<file path="src/inc/als_pkg.sv">
package als_pkg;
    localparam int CLK_HZ = 100_000_000;
    // Times in milliseconds
    localparam int BASE_MS = 50;
    localparam int TINT_400_MS = 400;
    localparam int TINT_200_MS = 200;
    localparam int TINT_100_MS = 100;
    localparam int CYC_115_MS = 115;
    localparam int CYC_460_MS = 460;
    localparam int TOUT_MIN_MS = 25;
    localparam int TOUT_MAX_MS = 35;
    localparam int CYC_PER_MS = CLK_HZ / 1000;
    localparam int BASE_CYC = BASE_MS * CYC_PER_MS;
    // Integration periods in base intervals
    localparam int N_400 = TINT_400_MS / BASE_MS;
    localparam int N_200 = TINT_200_MS / BASE_MS;
    localparam int N_100 = TINT_100_MS / BASE_MS;
    // Power-save share of the cycle: 15 ms per 100 ms of integration
    localparam int PSAVE_PER100_MS = CYC_115_MS - TINT_100_MS;
    // Midpoint of the stuck-bus window, 30 ms
    localparam int TOUT_MS = (TOUT_MIN_MS + TOUT_MAX_MS) / 2;
    localparam int TOUT_CYC = TOUT_MS * CYC_PER_MS;
    localparam logic [1:0] TSEL_400 = 2'h0;
    localparam logic [1:0] TSEL_200 = 2'h1;
    localparam logic [1:0] TSEL_100 = 2'h2;
    localparam logic [1:0] MODE_DOWN = 2'h0;
    localparam logic [1:0] MODE_SINGLE = 2'h2;
    localparam logic [1:0] MODE_NORMAL = 2'h3;
    localparam int CFG_TSEL_LSB = 0;
    localparam int CFG_SKIP_BIT = 3;
    localparam logic [7:0] REG_LOW = 8'h04;
    localparam logic [7:0] REG_HIGH = 8'h05;
    localparam logic [15:0] COUNT_MAX = 16'hFFFF;
    typedef enum logic [1:0] {ALS_IDLE, ALS_INTEG, ALS_PSAVE} als_state_t;
endpackage

</file>
<file path="src/rtl/als_stuck_det.sv">
module als_stuck_det #(
    parameter int TOUT_CYC = als_pkg::TOUT_CYC
) (
    input wire logic mclk,
    input wire logic rst_n,
    input wire logic scl_in,
    input wire logic sda_in,
    output logic stuck
);
    localparam int W = $clog2(TOUT_CYC + 1);
    logic [1:0] scl_s_r;
    logic [1:0] sda_s_r;
    logic [W-1:0] cnt_r;

    always_ff @(posedge mclk) begin
        if (!rst_n) begin
            scl_s_r <= 2'h3;
            sda_s_r <= 2'h3;
        end else begin
            scl_s_r <= {scl_s_r[0], scl_in};
            sda_s_r <= {sda_s_r[0], sda_in};
        end
    end

    // Either line low counts toward the timeout
    always_ff @(posedge mclk) begin
        if (!rst_n || (scl_s_r[1] && sda_s_r[1])) begin
            cnt_r <= '0;
            stuck <= 1'b0;
        end else if (cnt_r == W'(TOUT_CYC)) begin
            stuck <= 1'b1;
        end else begin
            cnt_r <= cnt_r + W'(1);
        end
    end
endmodule

</file>
<file path="src/rtl/als_seq.sv">
// What this block does
// - Integration code 00 gives 400 ms, 01 gives 200 ms, 10 gives 100 ms.
// - Every integration period is a whole number of 50 ms base intervals.
// - Power-save adds a rest making cycles 115 ms, 230 ms or 460 ms.
// - Skip bit set removes the rest; cycle equals integration time.
// - Each finished conversion is moved into the readable data bytes.
// - Result update is double-buffered; a host reading the low byte then the high byte never sees mixed bytes.
// - After transfer, mode picks next integration or power-down.
// - Single mode does one acquisition then powers down.
// - Result is an unsigned 16-bit count saturating at 65535.
// - A bus line held low 25 to 35 ms flags a stuck bus.
// - Low byte read at offset 0x04, high byte at 0x05, read-only.
// - Configuration bits 1:0 select integration, bit 3 skips power-save.
module als_seq #(
    parameter int BASE_CYC = als_pkg::BASE_CYC,
    parameter int TOUT_CYC = als_pkg::TOUT_CYC
) (
    input wire logic mclk,
    input wire logic rst_n,
    input wire logic [1:0] mode,
    input wire logic [7:0] config_reg,
    input wire logic photo_pulse,
    input wire logic scl_in,
    input wire logic sda_in,
    input wire logic rd_en,
    input wire logic [7:0] rd_addr,
    output logic [7:0] rd_data,
    output logic [15:0] light_count,
    output logic data_valid,
    output logic busy,
    output logic powered_down,
    output logic bus_stuck
);
    localparam int BW = $clog2(BASE_CYC + 1);
    // Power-save rest: 15 ms per 100 ms, scaled from the base interval so it tracks BASE_CYC
    localparam int PS100_CYC = BASE_CYC * als_pkg::PSAVE_PER100_MS / als_pkg::BASE_MS;

    als_pkg::als_state_t state_r;
    logic [1:0] tsel;
    logic skip;
    logic [1:0] pd_s_r;
    logic pd_d_r;
    logic [BW-1:0] base_cnt_r;
    logic [3:0] base_num_r;
    logic [3:0] base_tgt;
    logic [31:0] ps_cnt_r;
    logic [31:0] ps_tgt;
    logic [15:0] acc_r;
    logic [7:0] high_shadow_r;
    logic single_done_r;
    logic base_tick;
    logic integ_end;
    logic stuck_w;

    assign tsel = config_reg[als_pkg::CFG_TSEL_LSB +: 2];
    assign skip = config_reg[als_pkg::CFG_SKIP_BIT];

    // Code 11 falls to the 400 ms length
    always_comb begin
        case (tsel)
            als_pkg::TSEL_200: base_tgt = 4'(als_pkg::N_200);
            als_pkg::TSEL_100: base_tgt = 4'(als_pkg::N_100);
            default: base_tgt = 4'(als_pkg::N_400);
        endcase
        ps_tgt = 32'(PS100_CYC) * 32'(base_tgt) / 32'(als_pkg::N_100);
    end

    // Photodiode pulses come from the analog domain
    always_ff @(posedge mclk) begin
        if (!rst_n) begin
            pd_s_r <= 2'h0;
            pd_d_r <= 1'b0;
        end else begin
            pd_s_r <= {pd_s_r[0], photo_pulse};
            pd_d_r <= pd_s_r[1];
        end
    end

    // Integration timed as whole 50 ms base intervals
    assign base_tick = (state_r == als_pkg::ALS_INTEG) &&
                       (base_cnt_r == BW'(BASE_CYC - 1));
    assign integ_end = base_tick && (base_num_r == base_tgt - 4'h1);

    always_ff @(posedge mclk) begin
        if (!rst_n || state_r != als_pkg::ALS_INTEG || integ_end) begin
            // Back-to-back integrations must restart the interval count
            base_cnt_r <= '0;
            base_num_r <= 4'h0;
        end else if (base_tick) begin
            base_cnt_r <= '0;
            base_num_r <= base_num_r + 4'h1;
        end else begin
            base_cnt_r <= base_cnt_r + BW'(1);
        end
    end

    always_ff @(posedge mclk) begin
        if (!rst_n || state_r != als_pkg::ALS_PSAVE) begin
            ps_cnt_r <= 32'h0;
        end else begin
            ps_cnt_r <= ps_cnt_r + 32'h1;
        end
    end

    // Accumulator saturates rather than wrapping
    always_ff @(posedge mclk) begin
        if (!rst_n || state_r != als_pkg::ALS_INTEG || integ_end) begin
            acc_r <= 16'h0;
        end else if (pd_s_r[1] && !pd_d_r && acc_r != als_pkg::COUNT_MAX) begin
            acc_r <= acc_r + 16'h1;
        end
    end

    // Sequencer
    always_ff @(posedge mclk) begin
        if (!rst_n) begin
            state_r <= als_pkg::ALS_IDLE;
            single_done_r <= 1'b0;
        end else begin
            case (state_r)
                als_pkg::ALS_IDLE: begin
                    if (mode != als_pkg::MODE_NORMAL && mode != als_pkg::MODE_SINGLE) begin
                        single_done_r <= 1'b0;
                    end
                    if (mode == als_pkg::MODE_NORMAL ||
                        (mode == als_pkg::MODE_SINGLE && !single_done_r)) begin
                        state_r <= als_pkg::ALS_INTEG;
                    end
                end
                als_pkg::ALS_INTEG: begin
                    if (mode != als_pkg::MODE_NORMAL && mode != als_pkg::MODE_SINGLE) begin
                        state_r <= als_pkg::ALS_IDLE;
                    end else if (integ_end) begin
                        if (mode == als_pkg::MODE_SINGLE) begin
                            single_done_r <= 1'b1;
                            state_r <= als_pkg::ALS_IDLE;
                        end else if (skip) begin
                            state_r <= als_pkg::ALS_INTEG;
                        end else begin
                            state_r <= als_pkg::ALS_PSAVE;
                        end
                    end
                end
                als_pkg::ALS_PSAVE: begin
                    if (mode != als_pkg::MODE_NORMAL) begin
                        state_r <= als_pkg::ALS_IDLE;
                    end else if (ps_cnt_r >= ps_tgt - 32'h1) begin
                        state_r <= als_pkg::ALS_INTEG;
                    end
                end
                default: state_r <= als_pkg::ALS_IDLE;
            endcase
        end
    end

    // Result transfer; high byte is snapshotted when low byte is read
    always_ff @(posedge mclk) begin
        if (!rst_n) begin
            light_count <= 16'h0;
            data_valid <= 1'b0;
        end else begin
            data_valid <= integ_end;
            if (integ_end) begin
                light_count <= acc_r;
            end
        end
    end

    always_ff @(posedge mclk) begin
        if (!rst_n) begin
            rd_data <= 8'h0;
            high_shadow_r <= 8'h0;
        end else if (rd_en) begin
            if (rd_addr == als_pkg::REG_LOW) begin
                rd_data <= light_count[7:0];
                high_shadow_r <= light_count[15:8];
            end else if (rd_addr == als_pkg::REG_HIGH) begin
                rd_data <= high_shadow_r;
            end else begin
                rd_data <= 8'h0;
            end
        end
    end

    always_ff @(posedge mclk) begin
        if (!rst_n) begin
            busy <= 1'b0;
            powered_down <= 1'b1;
            bus_stuck <= 1'b0;
        end else begin
            busy <= (state_r == als_pkg::ALS_INTEG);
            powered_down <= (state_r == als_pkg::ALS_IDLE);
            bus_stuck <= stuck_w;
        end
    end

    als_stuck_det #(.TOUT_CYC(TOUT_CYC)) u_stuck (
        .mclk(mclk),
        .rst_n(rst_n),
        .scl_in(scl_in),
        .sda_in(sda_in),
        .stuck(stuck_w)
    );
endmodule

</file>
<file path="config.mk">
export PLATFORM = sky130hd
export DESIGN_NAME = als_seq
export DESIGN_NICKNAME = d
export VERILOG_FILES = /design/src/inc/als_pkg.sv /design/src/rtl/als_stuck_det.sv /design/src/rtl/als_seq.sv
export SDC_FILE = /design/constraint.sdc
export NUM_CORES = 1
export LEC_CHECK = 0
export BUFFER_PORTS_ARGS = -buffer_cell sky130_fd_sc_hd__clkbuf_2
export CAP_MARGIN = 20
export CORE_MARGIN = 2
export CORE_UTILIZATION = 60
export CTS_CLUSTER_SIZE = 28
export DETAILED_ROUTE_END_ITERATION = 6
export GPL_TIMING_DRIVEN = 0
export PLACE_DENSITY = 0.8
export SETUP_SLACK_MARGIN = 0.05
export SYNTH_ARGS = -nofsm -noshare
export SYNTH_HDL_FRONTEND = slang
export SYNTH_SLANG_ARGS = --single-unit
</file>
<file path="constraint.sdc">
create_clock -name mclk -period 2.6 [get_ports mclk]
set_input_delay 0.13 -clock mclk [delete_from_list [all_inputs] [get_ports mclk]]
set_output_delay 0.13 -clock mclk [all_outputs]
set_load 0.05 [all_outputs]
</file>
==> metrics.cfg <==
[critical_path]
path_depth = 14
cp.required_ns = 3.07
path_buf_inv = 4
slowest_delay_ns = 0.31
crit_path_max_fanout = 4
r2r_cells = 7
critical_path_class = in2reg
path_cells = clkbuf_2, inv_1, ha_1, inv_1, nor2_1, inv_1, ha_1, xor2_1, ha_1, a21oi_1, o21ai_0, a211o_1, a31oi_1, o211a_1
cp_data_arrival_time_ns = 2.73
critPathLaunchType = input port
path_delay_family = compound AO/OA/AOI/OAI gates
worstSetupEndpointType = register
slowest_stage = a211o_1

[timing]
slew-limit-headroom = 0.575
tightest_slew_ns = 0.638
period_share = 0.868
final.setup.worst_slack_ns = 0.343
rsz0062_at_grt = false
clock.fmax_ghz = 0.443
post-route-min-period_ns = 2.26
finalSetupViolCount = 0
slew_violations = 0
clock_skew_ns = 0.00602
final.setup.tns_ns = 0
hold_violations = 0
whs_ns = 0.0286

[synth]
synth.distinct_cells = 49
synth_cells = 734
mappedNetlistNets = 788
avgSynthCellArea_sq_um = 8.98
synthTopCellsByArea = dfxtp_1 44%, xor2_1 6.9%, nor2_1 6.7%
syn_area_sq_um = 6590
ys_ff_latch = 144
yosysWarningCount = 0
synth_top_area_frac = 0.437
synth_top_area_cell = dfxtp_1
synth-seq-area-share = 0.437

[routing]
drt-initial-drc-count = 217
via_per_inst = 5.51
ant_nets = 0
wl_per_cell_microns = 14.3
routed_wl_microns = 13700
drc_errors = 0
vias = 5264
drt_first_pass_iters = 4

[power_and_ir_drop]
power_frac_seq = 0.471
vdd_ir_drop_max_v = 0.000466
clockPowerShare = 0.467
switching_share = 0.242
internal-power_uw = 3610
power_frac_comb = 0.062
p_leak_uw = 0.00291
p_per_area_nw_per_um2 = 628
p_sw_uw = 1150

[placement]
io_buffers = 44
gp_congestion = 0.864
dp_slack_ns = -0.156
dp_hpwl_microns = 9850

[global_route]
grt_start_max_net_pins = 17
gr-total-overflow = 0
grt_pass1_vias = 4995
grt.total_usage = 0.243
grt_pass1_wl_microns = 22800
antenna_found_initial = 0

[cts]
tritoncts = built
htree_levels = 4
cts_buffer_depth = 2
cts-root-buf = clkbuf_8
cts.reportedPaths.clkPinSlew_ns = 0.06
cts_buffers = 17
cts.sinks = 144
clk_latency_ns = 0.52

[floorplan]
initial_core_util = 0.611
die_area_sq_um = 11800
dieHeight_microns = 109
io-pin-count = 52
die_x_microns = 109
rows = 38
coreArea_sq_um = 10800

[layout]
syn_to_final_growth_pct = 15.1
layout-drive-gt1-share = 0.113
final-seq-area_sq_um = 2880
n_fill_cell = 819
multi_input_area_sq_um = 3520
fin_nets = 856
antenna_cells = 0
final_util = 0.703

[min_path]
holdPathStages = 3
min_path_type = in2reg

[flow_run]
maxCapViolCount = 0

[status]
run_status = finished, final reports clean

==> per-layer routing <==
metal  share of wire  GRT usage  wire [microns]
met5               0          0               0
met4           0.014     0.0842             187
met3           0.045     0.0586             621
met2            0.49      0.424            6750
met1            0.45      0.294            6130
==> placed cells by master, fill, tap and decap left out, types with 2 or more instances in the layout <==
| cell | instances |
|---|---|
| clkinv_4 | 2 |
| clkbuf_8 | 5 |
| nor3_1 | 13 |
| and3_1 | 15 |
| inv_1 | 25 |
| nand2_1 | 48 |
| clkinv_2 | 4 |
| nand2b_1 | 6 |
| nor4_2 | 2 |
| dfxtp_1 | 144 |
| xor2_1 | 52 |
| ha_1 | 30 |
| and2_1 | 16 |
| a21oi_1 | 20 |
| clkinvlp_4 | 2 |
| nand4_1 | 27 |
| nor4_1 | 7 |
| clkbuf_1 | 10 |
| clkbuf_16 | 16 |
| o22ai_1 | 9 |
| nor2b_1 | 26 |
| or3_1 | 8 |
| nor2_1 | 118 |
| o21ai_0 | 13 |
| inv_6 | 3 |
| a211o_1 | 2 |
| xnor2_1 | 29 |
| mux2i_1 | 35 |
| nand3_1 | 34 |
| dlygate4sd3_1 | 5 |
| a31oi_1 | 4 |
| or4b_1 | 3 |
| clkbuf_2 | 44 |
| buf_2 | 6 |
| buf_6 | 2 |
| nor4b_1 | 2 |
| and4_1 | 8 |
==> per-stage QoR <==
| stage | instance area, sq um | power (uW) | cells |
|---|---|---|---|
| after floorplan | 6590 | 2500 | 734 |
| after global placement | 6990 | 2570 | 918 |
| after detailed placement | 6990 | 2580 | 918 |
| after CTS | 7590 | 4800 | 955 |
| after global routing | 7590 | 4920 | 955 |
| final | 7590 | 4770 | 955 |
==> state kept, by name, summed over array words and instances, names as in the netlist, 2 cells and up <==
signal / cells
high_shadow_r: 8
acc_r: 16
base_num_r: 4
rd_data: 8
u_stuck.scl_s_r: 2
pd_s_r: 2
ps_cnt_r: 32
u_stuck.sda_s_r: 2
state_r: 2
base_cnt_r: 23
light_count: 16
u_stuck.cnt_r: 22
==> power groups by stage <==
stage	sequential (uW)	combinational (uW)	clock, uW
2_1_floorplan	2310	189	0
3_3_place_gp	2290	278	0
3_5_place_dp	2290	289	0
4_1_cts	2250	297	2260
5_1_grt	2250	326	2350
6_report	2240	297	2220
==> final timing paths <==
path	slack, ns	startpoint	endpoint
worst max-delay path	0.34	config_reg[0]	state_r[1]
worst min register to register	0.41	u_stuck.scl_s_r[0]	u_stuck.scl_s_r[1]
worst max register to register	0.37	base_cnt_r[0]	base_cnt_r[18]
worst min-delay path	0.03	rst_n	base_num_r[0]
==> worst min-delay path: stages <==
cell	delay [ns]
clkbuf_2	0.16
nand2_1	0.16
nor2_1	0.06
==> repair_timing <==
action / 4_1_cts / 5_1_grt
hold buffers: 5 / 0
hold endpoints to repair: 5 / 0
gates resized for setup: 0 / 0
buffers inserted: 0 / 0
==> cells by family (layout without fill, tap and decap cells) <==
family                   after synthesis  count (layout)  synth area share
AND/OR/NAND/NOR                      342             342             0.262
flip-flops                           144             144             0.437
XOR/XNOR                              81              81             0.108
AO/OA/AOI/OAI                         57              57            0.0535
buffers and inverters                 45             126            0.0296
multiplexers                          35              35            0.0531
adder cells (fa/ha/maj)               30              30            0.0569
==> Yosys cell counts, drive strengths merged <==
master,number
and2,16
buf,10
o21ai,14
nand3,34
a21o,1
o2111ai,1
nand4,27
nor2b,26
a31oi,5
or4,1
o211a,1
xor2,52
clkbuf,10
a211oi,1
xnor2,29
or2,2
inv,25
nor3,13
nor4b,2
nor2,119
a211o,2
o22ai,9
mux2i,35
nand3b,1
nand2,49
a41oi,1
nand4bb,1
o211ai,1
nand2b,6
nor4,9
a21oi,20
and3b,1
and3,15
or4b,3
nor4bb,1
dfxtp,144
and4,8
or3,8
o31ai,1
ha,30
==> final cells by class <==
cell class | count | area share
Buffer | 20 | 0.0134
Clock buffer | 21 | 0.0618
Clock inverter | 11 | 0.0104
Inverter | 25 | 0.0124
Multi-Input combinational cell | 545 | 0.463
Sequential cell | 144 | 0.380
Tap cell | 140 | 0.0231
Timing Repair Buffer | 49 | 0.0356
(Power assumes the default switching activity.)
